<file path="config.mk">
export PLATFORM = sky130hd
export DESIGN_NAME = tfrc_timer
export DESIGN_NICKNAME = d
export VERILOG_FILES = /design/src/include/tfrc_pkg.sv /design/src/hw/tfrc_timer.sv /design/src/hw/tfrc_ext_sync.sv
export SDC_FILE = /design/constraint.sdc
export NUM_CORES = 1
export LEC_CHECK = 0
export BUFFER_PORTS_ARGS = -buffer_cell sky130_fd_sc_hd__buf_2
export CAP_MARGIN = 15
export CORE_ASPECT_RATIO = 0.5
export CORE_MARGIN = 3
export CORE_UTILIZATION = 35
export CTS_BUF_LIST = sky130_fd_sc_hd__clkbuf_8 sky130_fd_sc_hd__clkbuf_16
export CTS_CLUSTER_SIZE = 16
export DETAILED_ROUTE_END_ITERATION = 10
export PLACE_DENSITY = 0.68
export SLEW_MARGIN = 0
export SYNTH_ARGS = -nofsm -noshare
export SYNTH_HDL_FRONTEND = slang
export SYNTH_SLANG_ARGS = --single-unit
</file>
<file path="constraint.sdc">
create_clock -name aclk -period 2.5 [get_ports aclk]
set_input_delay 0.625 -clock aclk [delete_from_list [all_inputs] [get_ports aclk]]
set_output_delay 0.625 -clock aclk [all_outputs]
set_load 0.02 [all_outputs]
</file>
<file path="src/include/tfrc_pkg.sv">
package tfrc_pkg;

    // ----------------------------------------------------------------
    // Register byte addresses
    // ----------------------------------------------------------------
    localparam logic [7:0] TFRC_CNT_HI_OFS   = 8'h00;
    localparam logic [7:0] TFRC_CNT_LO_OFS   = 8'h04;
    localparam logic [7:0] TFRC_ALT_HI_OFS   = 8'h08;
    localparam logic [7:0] TFRC_ALT_LO_OFS   = 8'h0C;
    localparam logic [7:0] TFRC_STATUS_OFS   = 8'h10;
    localparam logic [7:0] TFRC_CTRL1_OFS    = 8'h14;
    localparam logic [7:0] TFRC_CTRL2_OFS    = 8'h18;
    localparam logic [7:0] TFRC_IRQ_STAT_OFS = 8'h1C;
    localparam logic [7:0] TFRC_IRQ_MASK_OFS = 8'h20;

    // ----------------------------------------------------------------
    // Field positions, reset values and answers
    // ----------------------------------------------------------------
    localparam int         TFRC_OVF_BIT      = 0;
    localparam int         TFRC_IRQEN_BIT    = 0;
    localparam int         TFRC_SEL_LSB      = 0;
    localparam int         TFRC_EDGE_BIT     = 2;
    localparam logic [15:0] TFRC_CNT_RESET   = 16'hFFFC;
    localparam logic [15:0] TFRC_CNT_MAX     = 16'hFFFF;
    localparam logic [1:0] TFRC_SEL_RESET    = 2'h0;
    localparam logic [1:0] TFRC_SEL_EXT      = 2'h3;
    localparam logic [1:0] TFRC_RESP_OKAY    = 2'h0;
    localparam logic [1:0] TFRC_RESP_SLVERR  = 2'h2;
    localparam logic [2:0] TFRC_DIV2_MASK    = 3'h1;
    localparam logic [2:0] TFRC_DIV4_MASK    = 3'h3;
    localparam logic [2:0] TFRC_DIV8_MASK    = 3'h7;

    typedef enum logic [3:0] {
        TFRC_R_CNT_HI,
        TFRC_R_CNT_LO,
        TFRC_R_ALT_HI,
        TFRC_R_ALT_LO,
        TFRC_R_STATUS,
        TFRC_R_CTRL1,
        TFRC_R_CTRL2,
        TFRC_R_IRQ_STAT,
        TFRC_R_IRQ_MASK,
        TFRC_R_NONE
    } tfrc_reg_e;

    typedef struct packed {
        logic       ext_edge_select;
        logic [1:0] tick_source_select;
        logic       overflow_irq_enable;
    } tfrc_ctl_s;

    // Maps a byte address onto a register, shared by reads and writes.
    function automatic tfrc_reg_e tfrc_decode(input logic [7:0] addr);
        unique case (addr)
            TFRC_CNT_HI_OFS:   return TFRC_R_CNT_HI;
            TFRC_CNT_LO_OFS:   return TFRC_R_CNT_LO;
            TFRC_ALT_HI_OFS:   return TFRC_R_ALT_HI;
            TFRC_ALT_LO_OFS:   return TFRC_R_ALT_LO;
            TFRC_STATUS_OFS:   return TFRC_R_STATUS;
            TFRC_CTRL1_OFS:    return TFRC_R_CTRL1;
            TFRC_CTRL2_OFS:    return TFRC_R_CTRL2;
            TFRC_IRQ_STAT_OFS: return TFRC_R_IRQ_STAT;
            TFRC_IRQ_MASK_OFS: return TFRC_R_IRQ_MASK;
            default:           return TFRC_R_NONE;
        endcase
    endfunction : tfrc_decode

endpackage : tfrc_pkg

</file>
<file path="src/hw/tfrc_timer.sv">
// What this block does
// RQ1: A 16-bit up-counter, read by software as high and low byte.
// RQ2: An alternate byte pair reads the same count without touching the flag.
// RQ3: Writing either low byte loads the counter with FFFCh.
// RQ4: Reset starts the counter at FFFCh, the only value ever loaded.
// RQ5: Two select bits give ticks at clock over 2, 4, 8 or external.
// RQ6: The external pin drives the count only when both select bits are one.
// RQ7: An edge bit picks the active external edge, synchronised to the clock.
// RQ8: The external source spaces active edges at least nine clock edges apart.
// RQ9: Reading a high byte first stores the low byte for the later read.
// RQ10: The stored low byte holds until read, despite repeated high reads.
// RQ11: After a complete pair, a lone low read returns the live low byte.
// RQ12: The overflow flag sets when the count wraps from FFFFh to 0000h.
// RQ13: Overflow requests an interrupt if enabled and the CPU mask is clear.
// RQ14: Flag clears by status read while set, then counter low access.
// RQ15: Wait mode leaves counting untouched.
// RQ16: Halt freezes the count; interrupt wake resumes, reset wake restarts.
// RQ17: An external pin that is not bonded out reads as one.
// RQ18: The internal reset is active high and holds the timer.
// RQ19: Each enabled tick adds exactly one and wraps from maximum to zero.
`timescale 1ns/1ps
`default_nettype none

module tfrc_timer
    import tfrc_pkg::*;
#(
    parameter bit EXT_PIN_BONDED = 1'b1
)
(
    input  wire logic        aclk,
    input  wire logic        aresetn,
    input  wire logic [7:0]  s_axi_awaddr,
    input  wire logic [2:0]  s_axi_awprot,
    input  wire logic        s_axi_awvalid,
    output var  logic        s_axi_awready,
    input  wire logic [31:0] s_axi_wdata,
    input  wire logic [3:0]  s_axi_wstrb,
    input  wire logic        s_axi_wvalid,
    output var  logic        s_axi_wready,
    output var  logic [1:0]  s_axi_bresp,
    output var  logic        s_axi_bvalid,
    input  wire logic        s_axi_bready,
    input  wire logic [7:0]  s_axi_araddr,
    input  wire logic [2:0]  s_axi_arprot,
    input  wire logic        s_axi_arvalid,
    output var  logic        s_axi_arready,
    output var  logic [31:0] s_axi_rdata,
    output var  logic [1:0]  s_axi_rresp,
    output var  logic        s_axi_rvalid,
    input  wire logic        s_axi_rready,
    input  wire logic        ext_tick_pin,
    input  wire logic        cpu_irq_mask,
    input  wire logic        wait_mode,
    input  wire logic        halt_mode,
    output var  logic        timer_irq_req,
    output var  logic        irq
);

    // ----------------------------------------------------------------
    // Internal reset and external tick
    // ----------------------------------------------------------------
    logic rst_int;
    logic ext_pin_seen;
    logic ext_tick;

    // RQ18: high holds reset
    assign rst_int = ~aresetn;

    // RQ17: unbonded reads one
    assign ext_pin_seen = EXT_PIN_BONDED ? ext_tick_pin : 1'b1;

    tfrc_ctl_s ctl_ff;
    tfrc_ctl_s nxt_ctl;

    tfrc_ext_sync u_ext_sync
    (
        .aclk        (aclk),
        .rst_int     (rst_int),
        .pin_in      (ext_pin_seen),
        .edge_rising (ctl_ff.ext_edge_select),
        .tick        (ext_tick)
    );

    // ----------------------------------------------------------------
    // Bus state
    // ----------------------------------------------------------------
    logic        aw_held_ff;
    logic        nxt_aw_held;
    logic [7:0]  aw_addr_ff;
    logic [7:0]  nxt_aw_addr;
    logic        w_held_ff;
    logic        nxt_w_held;
    logic [31:0] w_data_ff;
    logic [31:0] nxt_w_data;
    logic [3:0]  w_strb_ff;
    logic [3:0]  nxt_w_strb;
    logic        bvalid_ff;
    logic        nxt_bvalid;
    logic [1:0]  bresp_ff;
    logic [1:0]  nxt_bresp;
    logic        rvalid_ff;
    logic        nxt_rvalid;
    logic [1:0]  rresp_ff;
    logic [1:0]  nxt_rresp;
    logic [31:0] rdata_ff;
    logic [31:0] nxt_rdata;

    logic        wr_do;
    logic        rd_do;
    tfrc_reg_e   wr_reg;
    tfrc_reg_e   rd_reg;
    logic        wr_lane0;

    // ----------------------------------------------------------------
    // Timer state
    // ----------------------------------------------------------------
    logic [15:0] cnt_ff;
    logic [15:0] nxt_cnt;
    logic [2:0]  presc_ff;
    logic [2:0]  nxt_presc;
    logic [7:0]  lo_buf_ff;
    logic [7:0]  nxt_lo_buf;
    logic        lo_held_ff;
    logic        nxt_lo_held;
    logic        ovf_flag_ff;
    logic        nxt_ovf_flag;
    logic        clr_armed_ff;
    logic        nxt_clr_armed;
    logic        irq_stat_ff;
    logic        nxt_irq_stat;
    logic        irq_mask_ff;
    logic        nxt_irq_mask;

    logic        tick;
    logic        int_tick;
    logic        wrap;
    logic        load;
    logic        lo_access;
    logic [2:0]  div_mask;

    // ----------------------------------------------------------------
    // Write and read channel handshakes
    // ----------------------------------------------------------------
    assign s_axi_awready = ~aw_held_ff & ~bvalid_ff;
    assign s_axi_wready  = ~w_held_ff & ~bvalid_ff;
    assign s_axi_arready = ~rvalid_ff;
    assign s_axi_bvalid  = bvalid_ff;
    assign s_axi_bresp   = bresp_ff;
    assign s_axi_rvalid  = rvalid_ff;
    assign s_axi_rresp   = rresp_ff;
    assign s_axi_rdata   = rdata_ff;

    assign wr_do    = aw_held_ff & w_held_ff & ~bvalid_ff;
    assign rd_do    = s_axi_arvalid & ~rvalid_ff;
    assign wr_reg   = tfrc_decode(aw_addr_ff);
    assign rd_reg   = tfrc_decode(s_axi_araddr);
    assign wr_lane0 = wr_do & w_strb_ff[0];

    always_comb
    begin
        nxt_aw_held = aw_held_ff;
        nxt_aw_addr = aw_addr_ff;
        nxt_w_held  = w_held_ff;
        nxt_w_data  = w_data_ff;
        nxt_w_strb  = w_strb_ff;
        nxt_bvalid  = bvalid_ff;
        nxt_bresp   = bresp_ff;
        if (s_axi_awvalid && s_axi_awready)
        begin
            nxt_aw_held = 1'b1;
            nxt_aw_addr = s_axi_awaddr;
        end
        if (s_axi_wvalid && s_axi_wready)
        begin
            nxt_w_held = 1'b1;
            nxt_w_data = s_axi_wdata;
            nxt_w_strb = s_axi_wstrb;
        end
        if (wr_do)
        begin
            nxt_aw_held = 1'b0;
            nxt_w_held  = 1'b0;
            nxt_bvalid  = 1'b1;
            nxt_bresp   = (wr_reg == TFRC_R_NONE) ? TFRC_RESP_SLVERR
                                                  : TFRC_RESP_OKAY;
        end
        else if (bvalid_ff && s_axi_bready)
        begin
            nxt_bvalid = 1'b0;
        end
    end

    // ----------------------------------------------------------------
    // Read data, taken the cycle the address is accepted
    // ----------------------------------------------------------------
    always_comb
    begin
        nxt_rvalid = rvalid_ff;
        nxt_rresp  = rresp_ff;
        nxt_rdata  = rdata_ff;
        if (rd_do)
        begin
            nxt_rvalid = 1'b1;
            nxt_rresp  = TFRC_RESP_OKAY;
            nxt_rdata  = 32'h0000_0000;
            unique case (rd_reg)
                // RQ1: high byte
                TFRC_R_CNT_HI, TFRC_R_ALT_HI:
                    nxt_rdata[7:0] = cnt_ff[15:8];
                // RQ11: buffered or live low
                TFRC_R_CNT_LO, TFRC_R_ALT_LO:
                    nxt_rdata[7:0] = lo_held_ff ? lo_buf_ff : cnt_ff[7:0];
                TFRC_R_STATUS:
                    nxt_rdata[TFRC_OVF_BIT] = ovf_flag_ff;
                TFRC_R_CTRL1:
                    nxt_rdata[TFRC_IRQEN_BIT] = ctl_ff.overflow_irq_enable;
                TFRC_R_CTRL2:
                begin
                    nxt_rdata[TFRC_SEL_LSB +: 2] = ctl_ff.tick_source_select;
                    nxt_rdata[TFRC_EDGE_BIT]     = ctl_ff.ext_edge_select;
                end
                TFRC_R_IRQ_STAT:
                    nxt_rdata[TFRC_OVF_BIT] = irq_stat_ff;
                TFRC_R_IRQ_MASK:
                    nxt_rdata[TFRC_OVF_BIT] = irq_mask_ff;
                TFRC_R_NONE:
                    nxt_rresp = TFRC_RESP_SLVERR;
            endcase
        end
        else if (rvalid_ff && s_axi_rready)
        begin
            nxt_rvalid = 1'b0;
        end
    end

    always_ff @(posedge aclk)
    begin
        if (rst_int)
        begin
            aw_held_ff <= 1'b0;
            aw_addr_ff <= 8'h00;
            w_held_ff  <= 1'b0;
            w_data_ff  <= 32'h0000_0000;
            w_strb_ff  <= 4'h0;
            bvalid_ff  <= 1'b0;
            bresp_ff   <= TFRC_RESP_OKAY;
            rvalid_ff  <= 1'b0;
            rresp_ff   <= TFRC_RESP_OKAY;
            rdata_ff   <= 32'h0000_0000;
        end
        else
        begin
            aw_held_ff <= nxt_aw_held;
            aw_addr_ff <= nxt_aw_addr;
            w_held_ff  <= nxt_w_held;
            w_data_ff  <= nxt_w_data;
            w_strb_ff  <= nxt_w_strb;
            bvalid_ff  <= nxt_bvalid;
            bresp_ff   <= nxt_bresp;
            rvalid_ff  <= nxt_rvalid;
            rresp_ff   <= nxt_rresp;
            rdata_ff   <= nxt_rdata;
        end
    end

    // ----------------------------------------------------------------
    // Control registers
    // ----------------------------------------------------------------
    always_comb
    begin
        nxt_ctl      = ctl_ff;
        nxt_irq_mask = irq_mask_ff;
        if (wr_lane0)
        begin
            unique case (wr_reg)
                TFRC_R_CTRL1:
                    nxt_ctl.overflow_irq_enable =
                        w_data_ff[TFRC_IRQEN_BIT];
                TFRC_R_CTRL2:
                begin
                    nxt_ctl.tick_source_select =
                        w_data_ff[TFRC_SEL_LSB +: 2];
                    nxt_ctl.ext_edge_select = w_data_ff[TFRC_EDGE_BIT];
                end
                TFRC_R_IRQ_MASK:
                    nxt_irq_mask = w_data_ff[TFRC_OVF_BIT];
                default:
                    nxt_ctl = ctl_ff;
            endcase
        end
    end

    // ----------------------------------------------------------------
    // Tick generation
    // ----------------------------------------------------------------
    // RQ5: prescaler divide
    always_comb
    begin
        unique case (ctl_ff.tick_source_select)
            2'h0:    div_mask = TFRC_DIV2_MASK;
            2'h1:    div_mask = TFRC_DIV4_MASK;
            2'h2:    div_mask = TFRC_DIV8_MASK;
            2'h3:    div_mask = TFRC_DIV8_MASK;
        endcase
    end

    // RQ15: wait not used
    // RQ16: halt freezes count
    assign int_tick = ((presc_ff & div_mask) == div_mask) & ~halt_mode;

    // RQ6: external only at 11
    assign tick = (ctl_ff.tick_source_select == TFRC_SEL_EXT)
                  ? (ext_tick & ~halt_mode) : int_tick;

    // RQ3: low byte write loads
    assign load = wr_lane0 &
                  ((wr_reg == TFRC_R_CNT_LO) || (wr_reg == TFRC_R_ALT_LO));

    // RQ12: wrap detect
    assign wrap = tick & ~load & (cnt_ff == TFRC_CNT_MAX);

    assign lo_access = (rd_do && rd_reg == TFRC_R_CNT_LO) ||
                       (wr_do && wr_reg == TFRC_R_CNT_LO);

    // ----------------------------------------------------------------
    // Counter, read buffer and flags
    // ----------------------------------------------------------------
    always_comb
    begin
        nxt_presc     = halt_mode ? presc_ff : presc_ff + 3'h1;
        nxt_cnt       = cnt_ff;
        nxt_lo_buf    = lo_buf_ff;
        nxt_lo_held   = lo_held_ff;
        nxt_ovf_flag  = ovf_flag_ff;
        nxt_clr_armed = clr_armed_ff;
        nxt_irq_stat  = irq_stat_ff;

        // RQ4: only FFFCh loaded
        if (load)
        begin
            nxt_cnt = TFRC_CNT_RESET;
        end
        // RQ19: plus one, wraps
        else if (tick)
        begin
            nxt_cnt = cnt_ff + 16'h0001;
        end

        // RQ9: high read stores low
        // RQ10: buffer kept on rereads
        if (rd_do && (rd_reg == TFRC_R_CNT_HI || rd_reg == TFRC_R_ALT_HI)
            && !lo_held_ff)
        begin
            nxt_lo_buf  = cnt_ff[7:0];
            nxt_lo_held = 1'b1;
        end
        else if (rd_do &&
                 (rd_reg == TFRC_R_CNT_LO || rd_reg == TFRC_R_ALT_LO))
        begin
            nxt_lo_held = 1'b0;
        end

        // RQ14: two-step clear
        // RQ2: alternate low exempt
        if (rd_do && rd_reg == TFRC_R_STATUS && ovf_flag_ff)
        begin
            nxt_clr_armed = 1'b1;
        end
        if (lo_access && clr_armed_ff)
        begin
            nxt_ovf_flag  = 1'b0;
            nxt_clr_armed = 1'b0;
        end

        if (rd_do && rd_reg == TFRC_R_IRQ_STAT)
        begin
            nxt_irq_stat = 1'b0;
        end

        // RQ12: set beats clear
        if (wrap)
        begin
            nxt_ovf_flag  = 1'b1;
            nxt_irq_stat  = 1'b1;
        end
    end

    always_ff @(posedge aclk)
    begin
        if (rst_int)
        begin
            ctl_ff       <= '{ext_edge_select:     1'b0,
                              tick_source_select:  TFRC_SEL_RESET,
                              overflow_irq_enable: 1'b0};
            irq_mask_ff  <= 1'b0;
            presc_ff     <= 3'h0;
            cnt_ff       <= TFRC_CNT_RESET;
            lo_buf_ff    <= 8'h00;
            lo_held_ff   <= 1'b0;
            ovf_flag_ff  <= 1'b0;
            clr_armed_ff <= 1'b0;
            irq_stat_ff  <= 1'b0;
        end
        else
        begin
            ctl_ff       <= nxt_ctl;
            irq_mask_ff  <= nxt_irq_mask;
            presc_ff     <= nxt_presc;
            cnt_ff       <= nxt_cnt;
            lo_buf_ff    <= nxt_lo_buf;
            lo_held_ff   <= nxt_lo_held;
            ovf_flag_ff  <= nxt_ovf_flag;
            clr_armed_ff <= nxt_clr_armed;
            irq_stat_ff  <= nxt_irq_stat;
        end
    end

    // ----------------------------------------------------------------
    // Interrupt outputs
    // ----------------------------------------------------------------
    // RQ13: pending until enabled
    assign timer_irq_req = ovf_flag_ff & ctl_ff.overflow_irq_enable &
                           ~cpu_irq_mask;
    assign irq           = irq_stat_ff & irq_mask_ff;

endmodule : tfrc_timer

`default_nettype wire

</file>
<file path="src/hw/tfrc_ext_sync.sv">
`timescale 1ns/1ps
`default_nettype none

module tfrc_ext_sync
(
    input  wire logic aclk,
    input  wire logic rst_int,
    input  wire logic pin_in,
    input  wire logic edge_rising,
    output var  logic tick
);

    logic s1_ff;
    logic s2_ff;
    logic s3_ff;
    logic lvl_ff;
    logic nxt_lvl;
    logic nxt_tick;
    logic tick_ff;

    // ----------------------------------------------------------------
    // Level filter and edge detect
    // ----------------------------------------------------------------
    // RQ7: chosen edge
    always_comb
    begin
        nxt_lvl  = lvl_ff;
        nxt_tick = 1'b0;
        if (s2_ff == s3_ff)
        begin
            nxt_lvl  = s3_ff;
            nxt_tick = (s3_ff != lvl_ff) && (s3_ff == edge_rising);
        end
    end

    always_ff @(posedge aclk)
    begin
        if (rst_int)
        begin
            s1_ff   <= 1'b1;
            s2_ff   <= 1'b1;
            s3_ff   <= 1'b1;
            lvl_ff  <= 1'b1;
            tick_ff <= 1'b0;
        end
        else
        begin
            s1_ff   <= pin_in;
            s2_ff   <= s1_ff;
            s3_ff   <= s2_ff;
            lvl_ff  <= nxt_lvl;
            tick_ff <= nxt_tick;
        end
    end

    assign tick = tick_ff;

endmodule : tfrc_ext_sync

`default_nettype wire

</file>
==> flow_summary_export.csv <==
group,metric,value,unit
outcome,outcome,"finished clean",
sta,fin_setup_tns,0,ns
worst_hold_path,hold_path.class,"reg2reg",
drt,met2_wirelength,2900,um
power,power_per_cell_area,643,nW/um2
die,num_rows,24,
cts,ctsHtreeMaxLevel,3,
drt,avgViaCountPerCell,4.96,
grt,grt_pass1_wl,10900,um
power,peakVddDrop,0.000291,V
synth,yosys-top-cells-count,"67 x dfxtp_1, 48 x nand2_1, 26 x buf_4",
worst_setup_path,cp.arrival,2.14,ns
cts,cts_resized,0,
synth,yosysTopAreaCellShare,0.405,
grt,grt.overflow.total,0,
drt,wl,6780,um
flow_run,cap_viol_max_count,0,
synth,syn_area_per_cell,8.57,um2
grt,antenna_found_initial,0,
final_layout,nets,497,
synth,synth_area_leader_cell,"dfxtp_1",
sta,timing.final.setup_violations,0,
grt,grt_max_degree,45,
worst_setup_path,cp_max_fo,12,
die,die_area,10700,um2
sta,fmax,517,MHz
synth,async_reset_ff_frac,0,
drt,antenna_left,0,
die,initial_core_util,0.371,
sta,fin_skew,0.00445,ns
synth,syn_area,3320,um2
synth,ys_warn_count,0,
cts,cts_max_path_buffers,2,
place,place.gp.congestion,0.783,
final_layout,diodes,0,
drt,vias,2701,
power,clkPwrFrac,0.445,
final_layout,drive_above_1_share,0.161,
place,place_area,3540,um2
worst_setup_path,cp.required,2.71,ns
cts,clock_latency,0.33,ns
synth,synth_seq_cells,67,
synth,syn_inst,387,
cts,ctsHoldBuffers,0,
worst_setup_path,worst_setup_path_start_kind,"flip-flop",
drt,met3_length,422,um
synth,yosys_most_used_dff,"dfxtp_1",
drt,first_pass_iters,4,
power,pwr-share-seq,0.463,
drt,dr.max_layer_used,"met4",
die,core,8950,um2
synth,synth_edf_count,0,
sta,rsz0062_at_grt,"no",
drt,first_iter_violations,112,
final_layout,fin_area,3790,um2
cts,root_buffer,"clkbuf_16",
sta,period_share,0.773,
synth,yosysSeqAreaShare,0.405,
final_layout,syn_to_final_growth,14.3,%
die,num_io_pins,112,
cts,postCtsSetupBuffers,0,
cts,cts_buffers,9,
synth,yosysMostFrequentCell,"dfxtp_1",
drt,drt_drc_violations_left,0,
cts,cts.sink_count,67,
worst_setup_path,crit_type,"reg2reg",
sta,tightest_slew,0.549,ns
sta,slew_viol_final,0,
power,switching_share,0.240,
drt,wl_per_cell,12.4,um
die,die_x,144,um
sta,relSlewSlack,0.633,
grt,grt_pass1_vias,2281,
worst_setup_path,worst_setup_path_end_kind,"flip-flop",
sta,min_period,1.93,ns
cts,tritoncts,"done",
final_layout,nFillCells,917,
sta,finalHoldViolCount,0,
power,p_sw,584,uW
power,combPwrFrac,0.093,
power,intPower,1.85,mW
die,die_y,74.8,um
grt,grt_usage,0.130,
drt,drt-met1-wl,3320,um
place,post-dp-hpwl,4880,um
synth,synth_area_leaders,"dfxtp_1 40%, mux2i_1 6.0%, buf_4 5.9%",
synth,synth_cell_types,48,
cts,path_clk_slew,0.05,ns
power,power_leakage,1.55,nW
place,port_buffers,46,
==> worst paths after layout <==
| path | from | end | slack (ns) | cells after the start |
|---|---|---|---|---|
| worst max-delay path | aw_addr_ff[7]$_SDFFE_PN0P_ | ovf_flag_ff$_SDFFE_PN0P_ | 0.57 | 5 |
| worst min-delay path | u_ext_sync.s1_ff$_SDFF_PN1_ | u_ext_sync.s2_ff$_SDFF_PN1_ | 0.42 | 1 |
| worst max register to register | aw_addr_ff[7]$_SDFFE_PN0P_ | ovf_flag_ff$_SDFFE_PN0P_ | 0.57 | 5 |
| worst min register to register | u_ext_sync.s1_ff$_SDFF_PN1_ | u_ext_sync.s2_ff$_SDFF_PN1_ | 0.42 | 1 |
==> layout by cell type, fill, tap and decap left out, types with 2 or more instances in the layout <==
cell	count
and2_1	6
nand2b_1	9
clkbuf_16	9
a21o_1	5
conb_1	26
and3_1	3
and3b_1	2
a31oi_1	3
or3_1	3
dfxtp_1	67
mux2i_1	20
buf_2	46
ha_1	2
a211oi_1	3
nand3b_1	4
nand4_1	7
nor2b_1	18
o21ai_0	16
nor2_1	17
a21oi_1	14
nand2_1	48
o211a_1	3
and4_1	3
or4_1	3
xnor2_1	5
inv_1	13
nand3_1	19
or4_4	3
buf_4	4
a21boi_0	17
o22a_1	2
nand4b_1	2
o31ai_1	6
a22oi_1	5
==> cells by family after synthesis <==
logic type	after synthesis	synth area share
AO/OA/AOI/OAI	83	0.171
XOR/XNOR	5	0.0132
adder cells (fa/ha/maj)	2	0.00755
buffers and inverters	57	0.0951
flip-flops	67	0.405
multiplexers	20	0.0604
other	1	0.00113
AND/OR/NAND/NOR	152	0.248
==> state kept, by name, indices dropped and copies added (netlist names), 3 cells and up <==
register and flops:
aw_addr_ff 8, ctl_ff 4, lo_buf_ff 8, s_axi_rdata 8, presc_ff 3, cnt_ff 16, w_data_ff 3
==> metrics by stage <==
stage | setup slack, ns | util | total power [mW] | cells | hold WS, ns
after floorplan | 0.544 | - | 1.34 | 412 | 0.386
after global placement | 0.389 | 0.395 | 1.37 | 532 | 0.390
after detailed placement | 0.343 | 0.395 | 1.37 | 532 | 0.406
after CTS | 0.567 | 0.423 | 2.46 | 545 | 0.417
after global routing | 0.499 | 0.423 | 2.54 | 545 | 0.434
final | 0.566 | 0.423 | 2.44 | 545 | 0.423
==> final cells by class <==
cell class / count / area (um2) / share of cell area
clock inverters: 3 / 11.3 / 0.00297
well taps: 117 / 146 / 0.0386
inverters: 10 / 37.5 / 0.00991
clock buffers: 10 / 239 / 0.0631
multi-input cells: 288 / 1750 / 0.463
flip-flops and latches: 67 / 1340 / 0.354
repair buffers: 50 / 260 / 0.0687
==> metal layers <==
layer  vias up  track usage
met2        69        0.194
met3        13       0.0400
li1       1385            -
met1      1234        0.172
met4         0       0.0710
met5         -            0
==> critical path, stage by stage, from the launching register on <==
cell	delay (ns)
dfxtp_1	0.31
or4_4	0.53
or2_4	0.26
o31a_2	0.40
nand4_1	0.20
o21ai_0	0.11
==> power by group through the flow <==
stage	registers (mW)	logic [mW]	clock network, mW
6_report	1.13	0.225	1.08
2_1_floorplan	1.15	0.195	0
3_5_place_dp	1.15	0.225	0
5_1_grt	1.13	0.252	1.15
3_3_place_gp	1.15	0.224	0
4_1_cts	1.13	0.226	1.11
Note: power is estimated with default switching activity, not from simulation.
